**src/rtl/nrp_map.svh**
```systemverilog
`ifndef NRP_MAP_SVH
`define NRP_MAP_SVH

// Geometry
`define NRP_NUM_REGS       4
`define NRP_MAIN_CHARS     16
`define NRP_STAT_CHARS     4
`define NRP_CELLS          80
`define NRP_CELLS_PER_REG  20
// Phase counter
`define NRP_PHASES         8
`define NRP_PH_A1          3'h0
`define NRP_PH_A2          3'h1
`define NRP_PH_A3          3'h2
`define NRP_PH_M1          3'h3
`define NRP_PH_M2          3'h4
`define NRP_PH_X1          3'h5
`define NRP_PH_X2          3'h6
`define NRP_PH_X3          3'h7
// Reset values
`define NRP_NIB_RST        4'h0
`define NRP_CHIP_RST       2'h0
// Operation nibble codes
`define NRP_OPC_WRITE_MAIN 4'h0
`define NRP_OPC_WRITE_PORT 4'h1
`define NRP_OPC_WSTAT_0    4'h4
`define NRP_OPC_WSTAT_1    4'h5
`define NRP_OPC_WSTAT_2    4'h6
`define NRP_OPC_WSTAT_3    4'h7
`define NRP_OPC_SUB_MEM    4'h8
`define NRP_OPC_READ_MAIN  4'h9
`define NRP_OPC_ADD_MEM    4'hB
`define NRP_OPC_RSTAT_0    4'hC
`define NRP_OPC_RSTAT_1    4'hD
`define NRP_OPC_RSTAT_2    4'hE
`define NRP_OPC_RSTAT_3    4'hF

`endif

```
**src/rtl/nrp_pkg.sv**
```systemverilog
package nrp_pkg;

  // Operation decoded from the operation nibble
  typedef enum logic [2:0] {
    NRP_OP_NONE  = 3'b000,
    NRP_OP_RMAIN = 3'b001,
    NRP_OP_WMAIN = 3'b010,
    NRP_OP_RSTAT = 3'b011,
    NRP_OP_WSTAT = 3'b100,
    NRP_OP_WPORT = 3'b101
  } nrp_op_t;

  // Driven half of the two-way data bus: nibble and enable
  typedef struct packed {
    logic [3:0] dout;
    logic       oe;
  } nrp_bus_drv_t;

  // Selected address held after register-control transfer
  typedef struct packed {
    logic [1:0] reg_sel;
    logic [3:0] char_sel;
  } nrp_addr_t;

endpackage

```
**src/rtl/nrp_ram_port.sv**
```systemverilog
`timescale 1ns/1ps
`include "nrp_map.svh"
module nrp_ram_port
  import nrp_pkg::*;
#(
  parameter bit OPTION_HIGH = 1'b0
) (
  input  wire logic       sys_clk_i,
  input  wire logic       arst_n_i,
  input  wire logic [3:0] data_i,
  output logic      [3:0] data_o,
  output logic            data_oe_o,
  input  wire logic       sync_i,
  input  wire logic       ram_bank_select_line_i,
  input  wire logic       chip_strap_i,
  output logic      [3:0] port_o
);

  // ==========================================================
  // Pin synchronisers
  // Every pin but reset passes two flops, so the logic sees each slot two clocks late
  logic [3:0] d_s;
  logic       sync_s;
  logic       bank_s;
  logic       strap_s;

  // Bus nibble
  nrp_sync2 #(.W(4)) u_sync_data (
    .sys_clk_i (sys_clk_i),
    .arst_n_i  (arst_n_i),
    .async_i   (data_i),
    .sync_o    (d_s)
  );

  // Cycle marker from the processor
  nrp_sync2 #(.W(1)) u_sync_mark (
    .sys_clk_i (sys_clk_i),
    .arst_n_i  (arst_n_i),
    .async_i   (sync_i),
    .sync_o    (sync_s)
  );

  // Bank select line
  nrp_sync2 #(.W(1)) u_sync_bank (
    .sys_clk_i (sys_clk_i),
    .arst_n_i  (arst_n_i),
    .async_i   (ram_bank_select_line_i),
    .sync_o    (bank_s)
  );

  // Chip number strap
  nrp_sync2 #(.W(1)) u_sync_strap (
    .sys_clk_i (sys_clk_i),
    .arst_n_i  (arst_n_i),
    .async_i   (chip_strap_i),
    .sync_o    (strap_s)
  );

  // ==========================================================
  // Phase counter
  logic [2:0] phase_r;
  logic [2:0] phase_nxt;

  // Sync marks the last phase; next clock is the first address phase
  // Phases run behind the pins by the synchroniser delay, data alike
  always_comb begin
    if (sync_s) begin
      phase_nxt = `NRP_PH_A1;
    end else begin
      phase_nxt = phase_r + 3'h1;
    end
  end

  always_ff @(posedge sys_clk_i or negedge arst_n_i) begin
    if (!arst_n_i) begin
      phase_r <= `NRP_PH_X3;
    end else begin
      phase_r <= phase_nxt;
    end
  end

  // One strobe per phase: three address, two memory, three execute
  logic [`NRP_PHASES-1:0] phase_stb;

  always_comb begin
    phase_stb          = '0;
    phase_stb[phase_r] = 1'b1;
  end

  // ==========================================================
  // Chip number, caught on each clock from the synchronised strap
  logic [1:0] chip_num;
  logic       chip_hit;
  assign chip_num = {OPTION_HIGH, strap_s};
  // First register-control nibble names this chip in its two high bits
  assign chip_hit = (d_s[3:2] == chip_num);

  // ==========================================================
  // Control state: selection, address, decoded operation
  logic      sel_r;
  logic      sel_nxt;
  nrp_addr_t addr_r;
  nrp_addr_t addr_nxt;
  nrp_op_t   op_r;
  nrp_op_t   op_nxt;
  logic [1:0] stat_idx_r;
  logic [1:0] stat_idx_nxt;
  logic       pend_r;
  logic       pend_nxt;

  // Decode of the operation nibble on the bus
  nrp_op_t    op_dec;

  always_comb begin
    unique case (d_s)
      `NRP_OPC_WRITE_MAIN: op_dec = NRP_OP_WMAIN;
      `NRP_OPC_WRITE_PORT: op_dec = NRP_OP_WPORT;
      `NRP_OPC_SUB_MEM,
      `NRP_OPC_READ_MAIN,
      `NRP_OPC_ADD_MEM:    op_dec = NRP_OP_RMAIN;
      `NRP_OPC_WSTAT_0,
      `NRP_OPC_WSTAT_1,
      `NRP_OPC_WSTAT_2,
      `NRP_OPC_WSTAT_3:    op_dec = NRP_OP_WSTAT;
      `NRP_OPC_RSTAT_0,
      `NRP_OPC_RSTAT_1,
      `NRP_OPC_RSTAT_2,
      `NRP_OPC_RSTAT_3:    op_dec = NRP_OP_RSTAT;
      default:             op_dec = NRP_OP_NONE; // Unused codes do nothing
    endcase
  end

  always_comb begin
    sel_nxt      = sel_r;
    addr_nxt     = addr_r;
    op_nxt       = op_r;
    stat_idx_nxt = stat_idx_r;
    pend_nxt     = pend_r;
    unique case (phase_r)
      `NRP_PH_M2: begin
        // Operation nibble captured under bank select
        if (bank_s && sel_r) begin
          op_nxt       = op_dec;
          stat_idx_nxt = d_s[1:0];
        end else begin
          op_nxt = NRP_OP_NONE;
        end
        pend_nxt = 1'b0;
      end
      `NRP_PH_X2: begin
        // Bank select at X2: register-control first nibble
        if (bank_s) begin
          pend_nxt = chip_hit;
          if (chip_hit) begin
            addr_nxt.reg_sel = d_s[1:0];
          end else begin
            sel_nxt = 1'b0; // Another chip on this bank was chosen
          end
        end
      end
      `NRP_PH_X3: begin
        // Second nibble completes the selection
        if (pend_r) begin
          addr_nxt.char_sel = d_s;
          sel_nxt           = 1'b1;
        end
        pend_nxt = 1'b0;
        op_nxt   = NRP_OP_NONE;
      end
      default: begin
      end
    endcase
  end

  always_ff @(posedge sys_clk_i or negedge arst_n_i) begin
    if (!arst_n_i) begin
      sel_r      <= 1'b0;
      addr_r     <= '0;
      op_r       <= NRP_OP_NONE;
      stat_idx_r <= `NRP_CHIP_RST;
      pend_r     <= 1'b0;
    end else begin
      sel_r      <= sel_nxt;
      addr_r     <= addr_nxt;
      op_r       <= op_nxt;
      stat_idx_r <= stat_idx_nxt;
      pend_r     <= pend_nxt;
    end
  end

  // ==========================================================
  // Memory: per register 16 main cells then 4 status cells
  logic [3:0] mem_r [`NRP_CELLS];
  logic [6:0] clr_r;
  logic [6:0] clr_nxt;
  logic [6:0] main_idx;
  logic [6:0] stat_idx;
  logic [6:0] acc_idx;
  logic       wr_en;
  logic [3:0] rd_data;

  assign main_idx = 7'(addr_r.reg_sel * `NRP_CELLS_PER_REG) + {3'h0, addr_r.char_sel};
  assign stat_idx = 7'(addr_r.reg_sel * `NRP_CELLS_PER_REG)
                  + 7'(`NRP_MAIN_CHARS) + {5'h0, stat_idx_r};
  assign acc_idx  = (op_r == NRP_OP_RSTAT || op_r == NRP_OP_WSTAT) ? stat_idx : main_idx;
  assign wr_en    = phase_stb[`NRP_PH_X2] && (op_r == NRP_OP_WMAIN || op_r == NRP_OP_WSTAT);
  assign rd_data  = mem_r[acc_idx];

  // Refresh counter runs free with no reset, so it walks the array while
  // reset is held; any start value out of range falls back to cell zero
  always_comb begin
    if (clr_r < 7'(`NRP_CELLS - 1)) begin
      clr_nxt = clr_r + 7'h01;
    end else begin
      clr_nxt = 7'h00;
    end
  end

  always_ff @(posedge sys_clk_i) begin
    clr_r <= clr_nxt;
  end

  // Array cells: cleared by scan in reset, else written at X2
  // Reset is read here as a level; the cells carry no reset of their own
  always_ff @(posedge sys_clk_i) begin
    if (!arst_n_i) begin
      mem_r[clr_r] <= `NRP_NIB_RST;
    end else if (wr_en) begin
      mem_r[acc_idx] <= d_s;
    end
  end

  // ==========================================================
  // Output port
  logic [3:0] port_r;
  logic [3:0] port_nxt;

  always_comb begin
    if (phase_stb[`NRP_PH_X2] && op_r == NRP_OP_WPORT) begin
      port_nxt = d_s;
    end else begin
      port_nxt = port_r;
    end
  end

  always_ff @(posedge sys_clk_i or negedge arst_n_i) begin
    if (!arst_n_i) begin
      port_r <= `NRP_NIB_RST;
    end else begin
      port_r <= port_nxt;
    end
  end

  assign port_o = port_r;

  // ==========================================================
  // Bus driver: read data during X2 only, off elsewhere
  // The answer stands in the device's own X2, behind the pins by the sync delay
  nrp_bus_drv_t drv_r;
  nrp_bus_drv_t drv_nxt;

  always_comb begin
    drv_nxt.dout = `NRP_NIB_RST;
    drv_nxt.oe   = 1'b0;
    if (phase_nxt == `NRP_PH_X2 && (op_r == NRP_OP_RMAIN || op_r == NRP_OP_RSTAT)) begin
      drv_nxt.dout = rd_data;
      drv_nxt.oe   = 1'b1;
    end
  end

  always_ff @(posedge sys_clk_i or negedge arst_n_i) begin
    if (!arst_n_i) begin
      drv_r <= '0;
    end else begin
      drv_r <= drv_nxt;
    end
  end

  assign data_o    = drv_r.dout;
  assign data_oe_o = drv_r.oe & arst_n_i;

endmodule // nrp_ram_port

```
**src/rtl/nrp_sync2.sv**
```systemverilog
`timescale 1ns/1ps
// Two flip-flop synchroniser for a bundle of pin levels
module nrp_sync2 #(
  parameter int W = 1
) (
  input  wire logic         sys_clk_i,
  input  wire logic         arst_n_i,
  input  wire logic [W-1:0] async_i,
  output logic      [W-1:0] sync_o
);

  logic [W-1:0] meta_r;
  logic [W-1:0] sync_r;

  // ==========================================================
  // Chain of two registers
  always_ff @(posedge sys_clk_i or negedge arst_n_i) begin
    if (!arst_n_i) begin
      meta_r <= '0;
      sync_r <= '0;
    end else begin
      meta_r <= async_i;
      sync_r <= meta_r;
    end
  end

  assign sync_o = sync_r;

endmodule // nrp_sync2

```
**config.mk**
```make
export PLATFORM = sky130hd
export DESIGN_NAME = nrp_ram_port
export DESIGN_NICKNAME = d
export VERILOG_FILES = /design/src/rtl/nrp_pkg.sv /design/src/rtl/nrp_ram_port.sv /design/src/rtl/nrp_sync2.sv
export VERILOG_INCLUDE_DIRS = /design/src /design/src/rtl
export SDC_FILE = /design/constraint.sdc
export NUM_CORES = 1
export LEC_CHECK = 0
export BUFFER_PORTS_ARGS = -buffer_cell sky130_fd_sc_hd__buf_2
export CAP_MARGIN = 20
export CORE_ASPECT_RATIO = 1.1
export CORE_MARGIN = 2
export CORE_UTILIZATION = 65
export CTS_BUF_LIST = sky130_fd_sc_hd__clkbuf_8 sky130_fd_sc_hd__clkbuf_16
export DETAILED_ROUTE_END_ITERATION = 6
export GPL_ROUTABILITY_DRIVEN = 0
export PLACE_DENSITY = 0.82
export SYNTH_ARGS = -nofsm -noshare
export SYNTH_HDL_FRONTEND = slang
export SYNTH_SLANG_ARGS = --single-unit
```
**constraint.sdc**
```tcl
create_clock -name sys_clk_i -period 9.4 [get_ports sys_clk_i]
set_input_delay 0.94 -clock sys_clk_i [delete_from_list [all_inputs] [get_ports sys_clk_i]]
set_output_delay 0.94 -clock sys_clk_i [all_outputs]
set_load 0.005 [all_outputs]
```
# == Word-level counts from Yosys, hierarchy flattened ==
# Memories as Yosys holds them, arrays and structs flattened.
# Cells that the tools add are included.
# word_totals
regBits,46
ramBits,320
romBits,48
inputBits,9
output_inout_bits,9
word_cells,82
memories,2
# op_classes
n_addsub,5
n_mul,1
order_cmp,3
n_eq_ne,13
muxes,20
bitwise_logic,1
n_reduce_logical,18
# mem_list
memory,words,width,rd,rd_ports_with_merged_regs,wr,line,source
mem_r,80,4,1,0,1,nrp_ram_port.sv:193,logic [3:0] mem_r [`NRP_CELLS];
(name not given),16,3,1,0,0,nrp_ram_port.sv:115,unique case (d_s)
# ops
operator,n
== test 3 bit (second input constant),6
two-way mux 7 bit,2
two-way mux 1 bit,10
adder 7 x 1 -> 7 bit (second input constant),1
adder 7 x 2 -> 7 bit,1
adder 7 x 4 -> 7 bit,1
adder 7 x 5 -> 7 bit (second input constant),1
< comparator 7 bit (second input constant),1
== test 3 x 2 -> 1 bit (second input constant),2
two-way mux 3 bit,2
case mux 3 bit (2 select lines),1
AND reduction 2 bit,3
nonzero test 2 bit,3
logical AND 1 bit,5
multiplier 2 x 3 -> 5 bit (second input constant),1
two-way mux 5 bit,1
< comparator 3 x 4 -> 1 bit (second input constant),1
two-way mux 4 bit,1
inequality test 2 bit (second input constant),2
case mux 1 bit (2 select lines),2
AND reduction 4 bit,1
OR reduction 4 bit,1
adder 3 x 1 -> 3 bit (second input constant),1
demux 1 bit (select 3 bit),1
other kinds (8),10

# == Depth between registers and ports, before layout ==
# depth
ltp_word,10
mapped_depth,12
mapped_depth_nobuf,9

# == Hierarchy ==
# Synthesis repeated with hierarchy kept, for this count alone.
# unflattened
cells_unflattened,1175
area_unflattened_um2,15493.6
# by_module_without_submodules
module,instances,cells_each,area_per_inst_um2,seq_area_each_um2
nrp_ram_port,1,1161,15143.3,10378.7
nrp_sync2 at u_sync_data,1,8,200.2,200.2
nrp_sync2 at u_sync_bank ...,3,2,50.0,50.0

# == Worst setup path after synthesis ==
# No wires, ideal clock.
# synth_path
path_type,input -> register
from,in arst_n_i
to,"mem mem_r[0][1], data pin"
setup_ns,0.574
arrival_ns,3.306
t_required_ns,8.826
setup_slack_ns,5.520
path_stages,3
path_buffers,1
cell_sequence,nand4b_1 -> clkbuf_1 -> nor2_1
# synth_between
elab_chain_len,4
# synth_rtl
element,line,source
from (decl),nrp_ram_port.sv:9,"input wire logic arst_n_i,"
two-way mux 1 bit,nrp_ram_port.sv:226,if (!arst_n_i) begin
two-way mux 1 bit (implied by the code),nrp_ram_port.sv:229,mem_r[acc_idx] <= d_s;
OR reduction 4 bit (no source line),--,
two-way mux 4 bit (no source line),--,
to (decl),nrp_ram_port.sv:193,
# No other way between the ends.

# == Final worst setup path ==
# layout_path
from,reg op_r[1]
to,"mem mem_r[37][1], enable pin"
# layout_between
elab_chain_len,8
elab_cells_between_ends,13
cone_classes,3 x eq/ne; 6 x mux; 4 x reduce/logical
# layout_rtl
element,line,source
from (decl),nrp_ram_port.sv:104,nrp_op_t op_r;
from (signal assigned),nrp_ram_port.sv:185,op_r <= op_nxt;
== test 3 x 2 -> 1 bit / == test 3 bit (equally long branches),"nrp_ram_port.sv:206, nrp_ram_port.sv:205",
logical OR 1 bit,nrp_ram_port.sv:206,assign wr_en = phase_stb[`NRP_PH_X2] && (op_r == NRP_OP_WMAIN || op_r == NRP_OP_WSTAT);
logical AND 1 bit,nrp_ram_port.sv:206,
two-way mux 1 bit,nrp_ram_port.sv:228,end else if (wr_en) begin
two-way mux 1 bit,nrp_ram_port.sv:226,
two-way mux 1 bit (implied by the code),nrp_ram_port.sv:229,
OR reduction 4 bit (no source line),--,
two-way mux 7 bit (no source line) / two-way mux 1 bit (equally long branches),--,
# Several ways; a longest one is shown, not always the timed one.

==> summary.txt <==
Status
  – Outcome: complete, no violations

Clocking
  – Worst-path clk slew: around 0.060 ns
  – CTS resizes: 0
  – Clock sinks: approximately 370
  – CTS tree: built
  – CTS root buffer: clkbuf_16
  – Worst-case clock buffer depth: 3
  – CTS Hold Bufs: 0
  – CTS H-tree depth: 2
  – Worst skew pair latency: approximately 0.53 ns
  – CTS Buf Count: 36
  – Post-CTS Setup Inserts: 0

Timing
  – TNS Setup: 0 ns
  – Worst slew margin: a little under a third
  – Fin crit share: 47.0%
  – Unrepaired setup endpoints after global routing: false
  – Final hold violation count: 0
  – Worst-margin pin slew: around 1.0 ns
  – Final Skew: 0.0301 ns
  – # setup viols final: 0
  – Fmax: 0.226 GHz
  – Post-layout min period: 4.42 ns
  – Max Slew Vio Count: 0

Critical path
  – CP required: 9.57 ns
  – R2R cell count: 9
  – Worst reg2reg setup slack: between 4 and 5 ns
  – Setup crit start kind: flop
  – R2r startpoint: op_r[1]
  – Setup CP Type: flop to flop
  – Critical path peak fanout: 31
  – Crit. Startpoint: op_r[1]
  – Crit end category: flop
  – Arr. time, crit path: 4.59 ns
  – Worst R2R End: mem_r[37][1]

Synth
  – Yosys cell types: 72
  – Mux contribution to synthesized area: 3.67%
  – Synthesized cell area: 15500 µm²
  – Post-synth EDFFs: 320
  – Synth Area per Inst: between 10 and 15 µm²
  – Yosys warns: 0
  – Post-synthesis adder-cell area fraction: less than 1%
  – Flops & latches, synth: ~370
  – Post-Synth XOR/XNOR Area: less than 1%
  – Complex-gate fraction of the synthesized area: about a tenth
  – Ys async rst share: approximately a tenth
  – Largest family of logic cells by synthesized area: simple AND/OR/NAND/NOR gates
  – Post-synthesis sequential area ratio: 69.1%
  – Post-Synth Simple-Gate Area: ~13%
  – Syn Nets: around 1200
  – Leading register cell type out of synthesis: edfxtp_1
  – Synth Instances: 1156

Cells and area
  – Share of cells above drive strength 1: approximately 11%
  – Fillers: around 1500
  – Nets@finish: about 1200
  – Finished Layout Cells: roughly 1500
  – ANT cells: 0
  – Area Growth Syn to Fin: 8.92%

Drt
  – DRT iter0 DRCs: roughly 1400
  – ANT nets after route: 0
  – Initial DRT Pass Iterations: 6
  – # DRC: 0
  – Post-DR vias/cell: ~6.9
  – DR vias: between 10000 and 15000
  – Routed WL: just under 40000 µm
  – Routed WL per cell: roughly 26 µm

Floorplan
  – Rows: 59
  – DIE AREA: around 25000 µm²
  – Starting density of the core: about two thirds
  – Die width: between 150 and 200 µm
  – # IOs: 18
  – Core ar.: 23500 µm²
  – Die Span Y: approximately 170 µm

Power and ir drop
  – Peak supply drop: between 0.2 and 0.25 mV
  – P per Cell Area: about 200 nW/µm²
  – LEAKAGE: about 5.3 nW

Global route
  – Total Routing Usage GR: 31.0%
  – Pin count of the biggest net entering global routing: 81
  – First-pass GRT wire length: between 50000 and 60000 µm
  – Grt total ovfl: 0
  – Initial antenna violation count: 0
  – Number of global-route vias before repair: 10000

Hold path
  – Worst hold path class: flop to flop
  – WHS Endpoint: u_sync_data.sync_o[3]
  – Hold path start: u_sync_data.meta_r[3]
  – Hold path depth: 0

Placed design
  – Port bufs: 17
  – Post-DP HPWL: between 20000 and 25000 µm
  – Dpl cells: around 1400

Job
  – Max-cap viol count: 0
[registers in the layout (all words and copies together) (netlist names), 2 cells and up]
register / count
addr_r: 6
op_r: 3
stat_idx_r: 2
phase_r: 3
mem_r: 320
u_sync_data.sync_o: 4
clr_r: 7
port_o: 4
data_o: 4
u_sync_data.meta_r: 4
[cell families (layout without fill, tap and decap cells)]
family          after synthesis  count (layout)
compound gates              195             195
xor+xnor                      8               8
fa+ha+maj                     9               9
buf+inv                      79             104
flops                       366             366
mux                          53              53
simple gates                446             446
[routing by layer]
layer / global-route usage (%) / up-vias / share of wire (%)
met5: 0 / - / 0
met4: 14.5 / 0 / 5.6
met3: 6.59 / 172 / 12
met2: 48.1 / 720 / 46
met1: 42.3 / 4981 / 36
li1: - / 4399 / -
[synth_stat cells, types with 9 or more instances]
cell      count  area share [%]
edfxtp_1    320              62
buf_4        14            0.68
clkbuf_1     18            0.44
mux2_2       11            0.80
inv_1         9            0.22
nor4_1        9            0.36
mux2i_1      40             2.6
nand3_1      43             1.4
a22oi_1      12            0.58
nand2_1     183             4.4
a211oi_1     40             1.9
a21oi_1      20            0.64
a31oi_1      18            0.73
o21ai_0      20            0.64
buf_6        10            0.73
buf_2        26            0.84
a32oi_1      13            0.73
nor2_1      101             2.4
and3_1       41             1.7
nand4_1      12            0.48
dfrtp_1      36             5.8
a311oi_1     20             1.1
[area by class of cell]
cell class,instances,area [µm²],share of cell area (%)
flip-flops and latches,366,10700,63.5
multi-input cells,711,4360,25.8
clock buffers,43,1030,6.10
well taps,305,382,2.26
repair buffers,31,190,1.12
clock inverters,21,186,1.10
inverters,9,33.8,0.200
[worst max-delay path: stages, from the launching register on]
cell	delay, ns
dfrtp_1	0.55
nand2b_1	0.34
a32oi_2	0.25
buf_4	0.29
and2_2	0.64
buf_4	0.40
nand2_1	0.17
o21ai_0	0.35
nand2_1	0.54
nor2_1	0.50
[where the power goes]
group / switching, mW / internal [mW]
logic: 0.0631 / 0.0301
registers: 0.00681 / 1.75
clock network: 0.598 / 0.864
total: 0.668 / 2.65
[cells in the final DEF (no fill, tap or decap), drive strengths merged, types with 31 or more instances in the layout]
cell,netlist,layout
buf,51,31
edfxtp,320,320
mux2i,40,40
nand3,43,43
a211oi,41,41
and3,41,41
nor2,105,105
clkbuf,19,43
nand2,189,189
dfrtp,36,36
[worst max-delay path by stage]
stage | to | slack (ns)
after global placement | mem_r[45][1] | 5.28
after detailed placement | mem_r[57][3] | 5.17
after floorplan | mem_r[0][1] | 5.52
after CTS | mem_r[37][1] | 5.12
after global routing | mem_r[37][1] | 4.97
final | mem_r[37][1] | 4.98
[metrics by stage]
step	instance area (µm²)	util (%)	power (mW)	hold slack [ns]	worst slack (ns)
floorplan	15500	-	1.85	0.331	5.52
global placement	15700	66.6	1.88	0.332	5.28
CTS	16900	71.8	3.31	0.344	5.12
detailed placement	15700	66.6	1.88	0.336	5.17
finish	16900	71.8	3.31	0.341	4.98
global route	16900	71.8	3.39	0.346	4.97
No activity file was read; power rests on OpenSTA's default activity.
